**config.mk**
```make
export PLATFORM = sky130hd
export DESIGN_NAME = direct_control_write_decode
export DESIGN_NICKNAME = d
export VERILOG_FILES = /design/src/inc/dctl_pkg.sv /design/src/hdl/direct_control_write_decode.sv /design/src/hdl/sync3.sv
export SDC_FILE = /design/constraint.sdc
export NUM_CORES = 1
export LEC_CHECK = 0
export BUFFER_PORTS_ARGS = -buffer_cell sky130_fd_sc_hd__buf_4
export CORE_UTILIZATION = 53
export DETAILED_ROUTE_END_ITERATION = 8
export PLACE_DENSITY = 0.87
export SYNTH_ARGS = -nofsm -noshare
export SYNTH_HDL_FRONTEND = slang
export SYNTH_HIERARCHICAL = 1
export SYNTH_SLANG_ARGS = --single-unit
```
**constraint.sdc**
```tcl
create_clock -name clk_sys -period 2.2 [get_ports clk_sys]
set_input_delay 0.44 -clock clk_sys [delete_from_list [all_inputs] [get_ports clk_sys]]
set_output_delay 0.44 -clock clk_sys [all_outputs]
set_load 0.01 [all_outputs]
```
**src/inc/dctl_pkg.sv**
```systemverilog
// Constants for the direct-control write decode block.
// Assumes one system clock and a synchronous active-high reset.
// Overview of operation
// - Processing element direct ops need supervisor state
// - I/O element write allowed in problem state
// - Bits 8-11 select operation; bit 8 invalid
// - Bits 12-15 one-hot target; bit 15 element 4
// - Own start, stop, PE logout and data commands looped back when self-listen enabled
// - Data byte held static until next write
// - Output lines cause action at receiver
// - Multiple targets on command end with specification check
package dctl_pkg;

    // ******************************************************
    // Field positions within the immediate byte field
    // ******************************************************
    localparam int OP_MSB  = 7;   // Instruction bit 8
    localparam int OP_LSB  = 4;   // Instruction bit 11
    localparam int SEL_MSB = 3;   // Instruction bit 12
    localparam int SEL_LSB = 0;   // Instruction bit 15
    localparam int NUM_TARGETS = 4;

    // ******************************************************
    // Operation codes
    // ******************************************************
    localparam logic [3:0] OP_DATA      = 4'h0;
    localparam logic [3:0] OP_EXT_START = 4'h1;
    localparam logic [3:0] OP_PE_LOGOUT = 4'h2;
    localparam logic [3:0] OP_IO_LOGOUT = 4'h3;
    localparam logic [3:0] OP_EXT_STOP  = 4'h4;
    localparam logic [3:0] OP_IO_START  = 4'h5;
    localparam logic [3:0] OP_IO_STOP   = 4'h6;
    localparam logic [3:0] OP_IO_INTR   = 4'h7;
    localparam logic [3:0] OP_ELEM_INTR = 4'h8;   // I/O element's own interrupt command

    // ******************************************************
    // Reset values and timing
    // ******************************************************
    localparam logic [7:0] DATA_RESET   = 8'h00;
    localparam int         CLK_MHZ      = 250;
    localparam int         PULSE_CYCLES = 4;   // Length of command line pulse
    localparam int         HOLD_NS      = 4000;
    localparam int         HOLD_CYCLES  = HOLD_NS * CLK_MHZ / 1000;

    typedef enum logic [2:0] {
        ST_IDLE  = 3'b001,
        ST_PULSE = 3'b010,
        ST_DONE  = 3'b100
    } state_type;

endpackage

```
**src/hdl/direct_control_write_decode.sv**
```systemverilog
// Direct-control write decode: turns a write-direct instruction into a
// static data byte or pulsed command lines toward another element.
// Assumes the instruction pipe presents one-cycle execute strobes.
`timescale 1ns/1ns
`default_nettype none
module direct_control_write_decode (
    input  wire logic                          clk_sys,
    input  wire logic                          rst,
    input  wire logic                          isIoElement,
    input  wire logic                          supervisorState,
    input  wire logic                          writeDirectInstr,
    input  wire logic [7:0]                    immediateByteField,
    input  wire logic [7:0]                    operandByte,
    input  wire logic                          selfListenEnable,
    input  wire logic                          readDirectInstr,
    input  wire logic                          holdIn,
    output var  logic                          instrDone,
    output var  logic                          privilegeCheck,
    output var  logic                          specCheck,
    output var  logic                          invalidOpCheck,
    output var  logic                          machineCheck,
    output var  logic                          readDone,
    output var  logic [7:0]                    directOutData,
    output var  logic                          holdOut,
    output var  logic [dctl_pkg::NUM_TARGETS-1:0] extStartOut,
    output var  logic [dctl_pkg::NUM_TARGETS-1:0] peLogoutOut,
    output var  logic [dctl_pkg::NUM_TARGETS-1:0] ioLogoutOut,
    output var  logic [dctl_pkg::NUM_TARGETS-1:0] extStopOut,
    output var  logic [dctl_pkg::NUM_TARGETS-1:0] ioStartOut,
    output var  logic [dctl_pkg::NUM_TARGETS-1:0] ioStopOut,
    output var  logic [dctl_pkg::NUM_TARGETS-1:0] ioIntrOut,
    output var  logic [dctl_pkg::NUM_TARGETS-1:0] dataStrobeOut,
    output var  logic                          selfStart,
    output var  logic                          selfStop,
    output var  logic                          selfLogout,
    output var  logic                          selfData
);
    import dctl_pkg::*;

    // ******************************************************
    // Instruction field decode
    // ******************************************************
    wire logic [3:0] opCode   = immediateByteField[OP_MSB:OP_LSB];
    wire logic [3:0] targets  = immediateByteField[SEL_MSB:SEL_LSB];
    wire logic       opValid  = ~opCode[3];
    wire logic       oneHot   = (targets != 4'h0) && ((targets & (targets - 4'h1)) == 4'h0);
    wire logic       multiSel = ~oneHot && (targets != 4'h0);
    // I/O elements have no fourth target
    wire logic       ioTarget = (opCode == OP_IO_LOGOUT) || (opCode >= OP_IO_START);
    wire logic       badTgt   = ioTarget && targets[SEL_LSB];
    // I/O element may only raise its one interrupt command (code 1000)
    wire logic       ioAllowed = isIoElement && (opCode == OP_ELEM_INTR);
    wire logic       privOk   = isIoElement || supervisorState;
    wire logic       isCmd    = opValid && (opCode != OP_DATA);
    wire logic       specFail = (isCmd && (multiSel || badTgt)) ||
                                (isIoElement && !ioAllowed);
    wire logic       accept   = writeDirectInstr && privOk && !specFail &&
                                (opValid || ioAllowed);
    wire logic       toSelf   = selfListenEnable && !isIoElement;

    // ******************************************************
    // Command state machine: one pulse of fixed length per command
    // ******************************************************
    state_type   state_ff;
    state_type   nxt_state;
    logic [3:0]  opHeld_ff;
    logic [3:0]  tgtHeld_ff;
    logic [7:0]  pulseCnt_ff;
    logic        ioSelfHeld_ff;

    always_comb begin
        nxt_state = state_ff;
        case (state_ff)
            ST_IDLE: begin
                if (accept) begin
                    nxt_state = ST_PULSE;
                end
            end
            ST_PULSE: begin
                if (pulseCnt_ff == 8'(PULSE_CYCLES - 1)) begin
                    nxt_state = ST_DONE;
                end
            end
            ST_DONE: begin
                nxt_state = ST_IDLE;
            end
            default: begin
                nxt_state = ST_IDLE;
            end
        endcase
    end

    wire logic pulsing = (state_ff == ST_PULSE);
    // One line per target for the held operation
    wire logic [3:0] lineMask = pulsing ? tgtHeld_ff : 4'h0;

    always_ff @(posedge clk_sys) begin
        if (rst) begin
            state_ff      <= ST_IDLE;
            opHeld_ff     <= 4'h0;
            tgtHeld_ff    <= 4'h0;
            pulseCnt_ff   <= 8'h00;
            ioSelfHeld_ff <= 1'b0;
        end else begin
            state_ff <= nxt_state;
            if (state_ff == ST_IDLE && accept) begin
                opHeld_ff     <= opCode;
                tgtHeld_ff    <= ioAllowed ? 4'h8 : targets;
                ioSelfHeld_ff <= toSelf;
            end
            pulseCnt_ff <= pulsing ? pulseCnt_ff + 8'h01 : 8'h00;
        end
    end

    // ******************************************************
    // Command lines toward the selected element
    // ******************************************************
    always_ff @(posedge clk_sys) begin
        if (rst) begin
            extStartOut   <= 4'h0;
            peLogoutOut   <= 4'h0;
            ioLogoutOut   <= 4'h0;
            extStopOut    <= 4'h0;
            ioStartOut    <= 4'h0;
            ioStopOut     <= 4'h0;
            ioIntrOut     <= 4'h0;
            dataStrobeOut <= 4'h0;
            selfStart     <= 1'b0;
            selfStop      <= 1'b0;
            selfLogout    <= 1'b0;
            selfData      <= 1'b0;
        end else begin
            extStartOut   <= (opHeld_ff == OP_EXT_START) ? lineMask : 4'h0;
            peLogoutOut   <= (opHeld_ff == OP_PE_LOGOUT) ? lineMask : 4'h0;
            ioLogoutOut   <= (opHeld_ff == OP_IO_LOGOUT) ? lineMask : 4'h0;
            extStopOut    <= (opHeld_ff == OP_EXT_STOP)  ? lineMask : 4'h0;
            ioStartOut    <= (opHeld_ff == OP_IO_START)  ? lineMask : 4'h0;
            ioStopOut     <= (opHeld_ff == OP_IO_STOP)   ? lineMask : 4'h0;
            ioIntrOut     <= (opHeld_ff == OP_IO_INTR || opHeld_ff == OP_ELEM_INTR) ?
                             lineMask : 4'h0;
            dataStrobeOut <= (opHeld_ff == OP_DATA)      ? lineMask : 4'h0;
            selfStart     <= pulsing && ioSelfHeld_ff && opHeld_ff == OP_EXT_START;
            selfStop      <= pulsing && ioSelfHeld_ff && opHeld_ff == OP_EXT_STOP;
            selfLogout    <= pulsing && ioSelfHeld_ff && opHeld_ff == OP_PE_LOGOUT;
            selfData      <= pulsing && ioSelfHeld_ff && opHeld_ff == OP_DATA;
        end
    end

    // ******************************************************
    // Static data byte and completion status
    // ******************************************************
    wire logic dataLoad = accept && state_ff == ST_IDLE && opCode == OP_DATA && !isIoElement;

    always_ff @(posedge clk_sys) begin
        if (rst) begin
            directOutData  <= DATA_RESET;
            holdOut        <= 1'b0;
            instrDone      <= 1'b0;
            privilegeCheck <= 1'b0;
            specCheck      <= 1'b0;
            invalidOpCheck <= 1'b0;
        end else begin
            if (dataLoad) begin
                directOutData <= operandByte;
            end
            holdOut        <= dataLoad;
            instrDone      <= (state_ff == ST_DONE) ||
                              (writeDirectInstr && state_ff == ST_IDLE && !accept);
            privilegeCheck <= writeDirectInstr && state_ff == ST_IDLE && !privOk;
            specCheck      <= writeDirectInstr && state_ff == ST_IDLE && privOk
                              && specFail;
            invalidOpCheck <= writeDirectInstr && state_ff == ST_IDLE && privOk
                              && !specFail && !opValid && !ioAllowed;
        end
    end

    // ******************************************************
    // Read-direct side: wait for hold-in to drop, bounded time
    // ******************************************************
    logic        holdInSync;
    logic        reading_ff;
    logic [15:0] holdCnt_ff;

    sync3 holdSync (
        .clk_sys (clk_sys),
        .rst     (rst),
        .asyncIn (holdIn),
        .syncOut (holdInSync)
    );

    wire logic readStart = readDirectInstr && supervisorState && !isIoElement;
    wire logic timedOut  = holdCnt_ff >= 16'(HOLD_CYCLES);

    always_ff @(posedge clk_sys) begin
        if (rst) begin
            reading_ff   <= 1'b0;
            holdCnt_ff   <= 16'h0000;
            readDone     <= 1'b0;
            machineCheck <= 1'b0;
        end else begin
            readDone     <= reading_ff && !holdInSync;
            machineCheck <= reading_ff && holdInSync && timedOut;
            if (reading_ff) begin
                if (!holdInSync || timedOut) begin
                    reading_ff <= 1'b0;
                end
                holdCnt_ff <= holdCnt_ff + 16'h0001;
            end else begin
                reading_ff <= readStart;
                holdCnt_ff <= 16'h0000;
            end
        end
    end
endmodule
`default_nettype wire

```
**src/hdl/sync3.sv**
```systemverilog
// Three-stage synchroniser for one level from outside the clock domain.
// Assumes the input is asynchronous to clk_sys.
`timescale 1ns/1ns
`default_nettype none
module sync3 (
    input  wire logic clk_sys,
    input  wire logic rst,
    input  wire logic asyncIn,
    output var  logic syncOut
);
    logic stage1_ff;
    logic stage2_ff;
    logic stage3_ff;

    // ******************************************************
    // Shift chain; output changes when stages two and three agree
    // ******************************************************
    always_ff @(posedge clk_sys) begin
        if (rst) begin
            stage1_ff <= 1'b0;
            stage2_ff <= 1'b0;
            stage3_ff <= 1'b0;
            syncOut   <= 1'b0;
        end else begin
            stage1_ff <= asyncIn;
            stage2_ff <= stage1_ff;
            stage3_ff <= stage2_ff;
            if (stage2_ff == stage3_ff) begin
                syncOut <= stage3_ff;
            end
        end
    end
endmodule
`default_nettype wire

```
==> run_results.csv, run 1 <==
group,metric,value,unit
finish,fin_util,69.7,%
synth,synth_top_flop_cell,"dfxtp_1",
clocking,numCtsBuffers,9,
setup_path,critical-path-top-delay-family,"compound AO/OA/AOI/OAI gates",
synth,synth_area,3320,um^2
setup_path,cp.required,2.45,ns
detailed_routing,ant_nets,0,
detailed_routing,wirelength,6.80,mm
global_route,overflow,0,
setup_path,endpoint_kind,"flop",
setup_path,r2r-start,"state_ff[1]",
global_route,track_usage,22.6,%
global_route,grt_pass1_vias,2534,
timing,hold_viol_final,0,
floorplan,coreArea,5990,um^2
setup_path,worstSetupPathType,"flop to flop",
timing,post-route-min-period,1.69,ns
synth,ys_seq_area_share,55.5,%
pwr,ir_drop,0.461,mV
detailed_routing,drtIter0Drc,125,
setup_path,cp_cell_sequence,"nand4bb_1 -> buf_4 -> a211oi_1 -> nand4b_1 -> o211a_1",
clocking,clock-sinks,92,
synth,postSynthAreaPerCell,9.50,um^2
clocking,clock_path_buffers,2,
detailed_routing,wl_per_cell,13.3,um
finish,syn2layout_area_growth,25.9,%
floorplan,rows,28,
floorplan,pin_count,75,
synth,synth_edf_count,0,
pwr,power.leakage,1.63,nW
placed_design,gp_congestion,0.870,
placed_design,dp_cells,494,
setup_path,r2r-end,"tgtHeld_ff[3]",
synth,ys_ff_latch,92,
setup_path,start_kind,"flop",
pwr,combPwrFrac,4.2,%
pwr,p_clk_share,39.6,%
placed_design,portBuffers,74,
timing,clock_skew,0.0140,ns
timing,setup_tns,0,ns
synth,synth_top_area_share,55.5,%
setup_path,critPathBufInv,1,
clocking,path_clk_slew,0.09,ns
placed_design,place_ws,0.192,ns
detailed_routing,num_vias,2706,
hold_path,hold-path-endpoint,"holdSync/stage1_ff",
floorplan,die_h,81.1,um
setup_path,slowest_delay,0.52,ns
finish,fillCellCount,453,
timing,worst_slack,0.506,ns
clocking,clk_latency,0.36,ns
floorplan,die-area,6580,um^2
detailed_routing,vias_per_cell,5.31,
timing,finalCritPeriodShare,77.0,%
pwr,p_seq_share,56.2,%
placed_design,dp_hpwl,4.76,mm
global_route,grt_max_degree,28,
detailed_routing,route.detailed.drc,0,
pwr,p_int,2.28,mW
hold_path,hold_path_class,"primary input to flop",
global_route,grt_pass1_wl,11.3,mm
timing,setup_viol,0,
synth,synthTopCellsByArea,"dfxtp_1 56%, nor2_1 8.1%, mux2i_1 3.9%",
clocking,cts-root-buf,"clkbuf_8",
detailed_routing,firstDrtPassIters,4,
setup_path,cp.arrival,1.94,ns
pwr,p_sw,0.705,mW
clocking,cts_tree,"done",
synth,yosys.area.top_type,"dfxtp_1",
timing,rsz0062_at_grt,"no",
synth,synth_warnings,6,
global_route,antenna_found_initial,0,
clocking,ctsResizeCount,0,
pwr,powerDensity,716,nW/um^2
synth,synthDistinctLibCells,47,
timing,tightest_slew,0.638,ns
pwr,sw_frac_of_total,23.6,%
timing,slew_viol_final,0,
outcome,status,"completed",
finish,final_nets,457,
pwr,power.total,2.99,mW
clocking,hold_buffers,0,
clocking,cts_max_level,3,
timing,max_slew_margin,57.2,%
synth,syn_inst,349,
hold_path,min_path_cells,2,
synth,synthesis.nets,376,
finish,layout.cells.non_filler,510,
hold_path,worst_hold_startpoint,"holdIn",
finish,n_antenna_cell,0,
floorplan,start_util,55.4,%
synth,async_flop_share,0,%
floorplan,dieWidth,81.1,um
finish,final_cell_mix,"92 x dfxtp_1, 79 x buf_4, 72 x nor2_1",
finish,final_common_cell,"dfxtp_1",
setup_path,ff2ff_path_depth,5,
timing,max_freq,0.590,GHz
setup_path,critPathSlowestCell,"a211oi_1",
setup_path,ff2ff_setup_slack,0.51,ns
job,drv_cap,0,
clocking,postCtsSetupBuffers,0,
finish,drive_above_1_share,23.7,%
setup_path,cp_max_fo,7,
==> sequential cells by signal, summed over array words and instances (netlist names), 3 cells and up <==
name	flops
ioIntrOut	4
dataStrobeOut	4
opHeld_ff	4
ioStartOut	4
holdCnt_ff	16
directOutData	8
ioLogoutOut	4
tgtHeld_ff	4
extStopOut	4
peLogoutOut	4
state_ff	3
pulseCnt_ff	8
ioStopOut	4
extStartOut	4
==> cells in the mapped netlist (5+ instances only) <==
master,number
a21oi_1,11
and3_1,6
clkbuf_1,6
dfxtp_1,92
inv_1,7
mux2i_1,13
nand2_1,30
nand3_1,16
nand4_1,7
nor2_1,72
nor2b_1,6
o21ai_0,7
o31ai_1,5
or4_1,6
xor2_1,10
==> metal layers <==
metal,track usage [%],vias up,share of wire [%]
met5,0,-,0
met4,9.64,0,1.7
met3,6.63,13,6.0
met2,37.3,87,48
met1,27.4,1244,44
li1,-,1362,-
==> logic make-up (layout without fill, tap and decap cells) <==
kind of cell             Yosys count  in the layout  synth area share, %
AO/OA/AOI/OAI                     38             38                 7.88
XOR/XNOR                          14             14                 3.70
adder cells (fa/ha/maj)            4              4                 1.43
buffers and inverters             16            102                 1.92
flip-flops                        92             92                 55.5
multiplexers                      13             13                 3.92
AND/OR/NAND/NOR                  172            172                 25.6
==> power by group through the flow <==
stage / clock network, mW / logic, mW / registers (mW)
6_report: 1.18 / 0.125 / 1.68
5_1_grt: 1.27 / 0.136 / 1.68
4_1_cts: 1.20 / 0.124 / 1.68
3_5_place_dp: 0 / 0.123 / 1.72
3_3_place_gp: 0 / 0.120 / 1.72
2_1_floorplan: 0 / 0.0577 / 1.72
==> cell type report <==
class | instances | area (um^2) | share of cell area [%]
multi-input combinational | 241 | 1410 | 33.8
sequential | 92 | 1840 | 44.1
inverter | 7 | 26.3 | 0.629
clock inverter | 7 | 86.3 | 2.07
clock buffer | 9 | 124 | 2.97
timing repair buffer | 79 | 593 | 14.2
tap | 75 | 93.8 | 2.25
==> worst max-delay path by stage <==
| stage | cells after the start | endpoint | from | slack [ns] |
|---|---|---|---|---|
| 2_1_floorplan | 5 | ioSelfHeld_ff | immediateByteField[4] | 0.45 |
| 6_report | 5 | tgtHeld_ff[3] | state_ff[1] | 0.51 |
| 3_3_place_gp | 5 | ioSelfHeld_ff | immediateByteField[4] | 0.25 |
| 4_1_cts | 5 | tgtHeld_ff[3] | state_ff[1] | 0.53 |
| 3_5_place_dp | 5 | opHeld_ff[3] | immediateByteField[4] | 0.19 |
| 5_1_grt | 5 | tgtHeld_ff[3] | state_ff[1] | 0.34 |
==> metrics by stage <==
step                      hold slack, ns  cell area (um^2)
after floorplan                    0.414              3320
after global placement             0.427              3970
after detailed placement           0.449              3970
after CTS                          0.278              4180
after global routing               0.280              4180
final                              0.293              4180
Power figures use the tool's default switching activity.
==> run 2, diff against run 1 <==
- CORE_UTILIZATION: 53 -> 48
- PLACE_DENSITY: 0.87 -> 0.84
- clock period: 2.2 -> 1.4 ns (I/O delays scaled with it)
==> run_results.csv, run 2 (synthesis results as in run 1) <==
group,metric,value,unit
finish,top_regs,"holdCnt_ff: 16 flops, directOutData: 8 flops, pulseCnt_ff: 8 flops",
clocking,path_clk_slew,0.09,ns
setup_path,cp_max_fo,7,
outcome,status,"finished, violations left",
clocking,clk_latency,0.36,ns
setup_path,start_kind,"flop",
global_route,grt.met1_usage,26.8,%
timing,hold_viol_final,0,
finish,drive_above_1_share,36.2,%
pwr,power.leakage,1.84,nW
clocking,cts_max_level,3,
finish,syn2layout_area_growth,38.8,%
timing,max_freq,0.639,GHz
global_route,grtUsageMet2,39.7,%
global_route,grt_max_degree,21,
clocking,hold_buffers,0,
detailed_routing,firstDrtPassIters,4,
floorplan,rows,29,
global_route,grt_pass1_wl,12.9,mm
timing,worst_slack,-0.165,ns
setup_path,worstSetupPathType,"flop to flop",
floorplan,die_h,85.1,um
timing,rsz0062_at_grt,"yes",
detailed_routing,num_vias,2821,
finish,final_cell_mix,"109 x buf_4, 80 x dfxtp_1, 71 x nor2_1",
timing,finalCritPeriodShare,112,%
clocking,clock_path_buffers,2,
detailed_routing,vias_per_cell,5.19,
finish,layout.cells.non_filler,544,
detailed_routing,drtIter0Drc,81,
timing,clock_skew,0.00816,ns
clocking,cts-root-buf,"clkbuf_8",
placed_design,portBuffers,74,
placed_design,dp_hpwl,5.39,mm
timing,post-route-min-period,1.56,ns
global_route,antenna_found_initial,0,
finish,final_nets,489,
detailed_routing,ant_nets,0,
detailed_routing,wirelength,7.70,mm
floorplan,start_util,51.1,%
job,drv_cap,0,
finish,n_antenna_cell,0,
detailed_routing,route.detailed.drc,0,
setup_path,cp.arrival,1.85,ns
global_route,grt_util_met3,5.64,%
detailed_routing,wl_per_cell,14.2,um
setup_path,ff2ff_setup_slack,-0.16,ns
floorplan,die-area,7250,um^2
floorplan,dieWidth,85.1,um
pwr,powerDensity,1060,nW/um^2
clocking,numCtsBuffers,9,
timing,slew_viol_final,0,
hold_path,hold_path_class,"primary input to flop",
pwr,ir_drop,0.532,mV
global_route,grt_pass1_vias,2833,
setup_path,cp.required,1.69,ns
floorplan,pin_count,75,
placed_design,place_ws,-0.409,ns
global_route,track_usage,23.1,%
clocking,clock-sinks,92,
timing,max_slew_margin,75.0,%
placed_design,gp_congestion,0.845,
outcome,violations,"negative setup slack",
floorplan,coreArea,6490,um^2
timing,setup_viol,18,
finish,largest_reg_flops,16,
global_route,overflow,0,
clocking,cts_tree,"done",
timing,tightest_slew,0.374,ns
global_route,top_usage_layer,"met2",
setup_path,endpoint_kind,"flop",
placed_design,dp_cells,527,
finish,top_register,"holdCnt_ff",
finish,final_common_cell,"buf_4",
## run 2: report_power, final
part | internal (mW) | total [mW] | switching (mW)
registers | 2.63 | 2.64 | 0.00972
logic | 0.121 | 0.242 | 0.121
clock network | 1.07 | 2.02 | 0.948
total | 3.82 | 4.90 | 1.08
## run 2: worst max-delay path: stages (launching register included)
cell and delay [ns]:
dfxtp_2 0.33, nand4bb_4 0.23, or4_4 0.55, o21ai_4 0.15, mux2i_1 0.23
## run 2: layout make-up
type | count | area (um^2)
Sequential cell | 92 | 1860
Clock inverter | 6 | 93.8
Fill cell | 483 | 1890
Clock buffer | 10 | 138
Timing Repair Buffer | 111 | 850
Tap cell | 77 | 96.3
Multi-Input combinational cell | 241 | 1540
Inverter | 7 | 26.3
## run 2: layer usage
layer  part of all wire, %  routed length, um
met1                    41               3190
met2                    52               3980
met3                   4.3                330
met4                   2.7                207
met5                     0                  0
## run 2: per-stage QoR
step	area [um^2]	setup TNS (ns)	power (mW)	util, %	hold WS, ns
final	4600	-1.86	4.90	70.9	0.129
after global routing	4600	-3.22	5.09	70.9	0.120
after CTS	4510	-1.81	4.92	69.4	0.121
after detailed placement	4230	-6.11	2.92	65.1	0.447
after global placement	4230	-5.49	2.92	65.1	0.424
after floorplan	3330	-2.40	2.79	-	0.349
## run 2: repair_timing
action,in CTS,in global routing
buffers inserted,1,0
endpoints found under the setup margin,26,56
gates resized for setup,8,30
pin swaps,5,6
## run 2: worst paths after layout
check                                          end     startpoint  depth (start not counted)
worst max register to register        opHeld_ff[0]    state_ff[1]                          4
worst min register to register       holdCnt_ff[0]  holdCnt_ff[0]                          1
worst min-delay path            holdSync/stage1_ff         holdIn                          2
worst max-delay path                  opHeld_ff[0]    state_ff[1]                          4
==> run 3, diff against run 2 <==
- clock period: 1.4 -> 1.35 ns (I/O delays scaled with it)
==> run_results.csv, run 3 (synthesis results as in run 1) <==
group,metric,value,unit
outcome,status,"finished, violations left",
outcome,violations,"negative setup slack",
hold_path,min_path_cells,3,
floorplan,die_h,85.1,um
finish,top_register,"holdCnt_ff",
detailed_routing,ant_nets,0,
detailed_routing,drtIter0Drc,78,
finish,top_regs,"holdCnt_ff: 16 flops, directOutData: 8 flops, pulseCnt_ff: 8 flops",
clocking,hold_buffers,0,
clocking,cts_max_level,3,
setup_path,crit_end,"opHeld_ff[0]",
global_route,track_usage,23.1,%
global_route,grt_max_degree,23,
clocking,cts_tree,"done",
clocking,clock_path_buffers,2,
finish,final_common_cell,"buf_4",
setup_path,r2r-end,"opHeld_ff[0]",
placed_design,dp_hpwl,5.73,mm
timing,post-route-min-period,1.58,ns
finish,fin_util,73.7,%
setup_path,cp.arrival,1.87,ns
finish,final_nets,507,
floorplan,pin_count,75,
finish,syn2layout_area_growth,44.4,%
timing,slew_viol_final,0,
finish,n_antenna_cell,0,
timing,tightest_slew,0.394,ns
pwr,power.leakage,1.94,nW
detailed_routing,vias_per_cell,5.34,
finish,stdcell_area,4790,um^2
timing,max_slew_margin,73.4,%
floorplan,rows,29,
placed_design,gp_congestion,0.880,
global_route,antenna_found_initial,0,
pwr,power.total,4.92,mW
pwr,powerDensity,1030,nW/um^2
detailed_routing,num_vias,3003,
timing,finalCritPeriodShare,117,%
setup_path,ff2ff_path_depth,5,
setup_path,start_kind,"flop",
timing,clock_skew,0.00884,ns
clocking,numCtsBuffers,9,
floorplan,start_util,51.1,%
setup_path,worstSetupPathType,"flop to flop",
job,drv_cap,0,
detailed_routing,wl_per_cell,15.1,um
timing,rsz0062_at_grt,"yes",
setup_path,r2r-start,"state_ff[1]",
finish,final_cell_mix,"124 x buf_4, 78 x dfxtp_1, 71 x nor2_1",
timing,setup_viol,23,
timing,max_freq,0.632,GHz
clocking,clock-sinks,92,
setup_path,crit_start,"state_ff[1]",
floorplan,coreArea,6490,um^2
timing,hold_viol_final,0,
hold_path,hold_path_class,"primary input to flop",
setup_path,endpoint_kind,"flop",
timing,setup_tns,-3.46,ns
setup_path,ff2ff_setup_slack,-0.23,ns
detailed_routing,wirelength,8.46,mm
clocking,path_clk_slew,0.10,ns
global_route,overflow,0,
clocking,clk_latency,0.36,ns
finish,largest_reg_flops,16,
setup_path,cp.required,1.64,ns
clocking,cts-root-buf,"clkbuf_8",
detailed_routing,firstDrtPassIters,4,
pwr,ir_drop,0.709,mV
setup_path,cp_max_fo,7,
floorplan,die-area,7250,um^2
floorplan,dieWidth,85.1,um
placed_design,dpl_cell_area,4320,um^2
detailed_routing,route.detailed.drc,0,
global_route,grt_pass1_vias,2934,
finish,drive_above_1_share,39.8,%
timing,worst_slack,-0.231,ns
global_route,grt_pass1_wl,12.9,mm
placed_design,portBuffers,74,
==> run 3: cell types whose count changed in the layout (fill, tap and decap cells not counted), moves of 2 or more <==
cell	previous run	this run
buf_4	109	124
buf_6	1	3
dfxtp_1	80	78
dfxtp_2	11	13
inv_6	2	4
mux2i_1	11	13
mux2i_2	2	0
nor4_1	3	1
==> run 3: cell type report <==
class	count	area, um^2
sequential	92	1860
multi-input combinational	241	1600
fill	464	1710
clock inverter	6	70.1
inverter	7	26.3
clock buffer	10	128
timing repair buffer	129	1000
tap	77	96.3
==> run 3: worst min-delay path by stage <==
stage / slack (ns) / start / endpoint
3_5_place_dp: 0.45 / holdSync/stage1_ff / holdSync/stage2_ff
5_1_grt: 0.14 / operandByte[1] / directOutData[1]
2_1_floorplan: 0.34 / rst / holdSync/syncOut
3_3_place_gp: 0.42 / holdSync/stage1_ff / holdSync/stage2_ff
4_1_cts: 0.13 / operandByte[5] / directOutData[5]
6_report: 0.14 / operandByte[1] / directOutData[1]
==> run 3: repair_timing <==
| action | in CTS | in global routing |
|---|---|---|
| hold endpoints to repair | 0 | 0 |
| setup buffers | 5 | 4 |
| pin swaps | 9 | 12 |
| setup endpoints to repair | 25 | 53 |
| gates resized for setup | 22 | 28 |
==> run 3: worst max-delay path, cell delays in order, from the launching register on <==
cell	delay, ns
dfxtp_2	0.33
nand4bb_4	0.24
buf_6	0.16
a211o_4	0.28
o21ai_4	0.26
mux2i_1	0.23
==> run 3: stage by stage <==
stage / worst slack (ns) / std cells / hold slack, ns
2_1_floorplan: -0.270 / 349 / 0.339
3_3_place_gp: -0.403 / 537 / 0.416
3_5_place_dp: -0.459 / 537 / 0.450
4_1_cts: -0.221 / 558 / 0.135
5_1_grt: -0.274 / 562 / 0.144
6_report: -0.231 / 562 / 0.140
==> run 3: per-layer routing <==
| layer | vias to the layer above | share of wire [%] | track usage, % | wire length (um) |
|---|---|---|---|---|
| met3 | 22 | 4.1 | 6.71 | 347 |
| met2 | 86 | 53 | 42.5 | 4530 |
| met1 | 1435 | 40 | 24.2 | 3370 |
| met5 | - | 0 | 0 | 0 |
| met4 | 0 | 2.6 | 10.8 | 218 |
| li1 | 1460 | - | - | - |
==> run 3: power by group <==
group / switching, mW / internal (mW) / leakage, nW
registers: 0.0106 / 2.73 / 0.750
logic: 0.148 / 0.147 / 1.09
clock network: 1.01 / 0.881 / 0.102
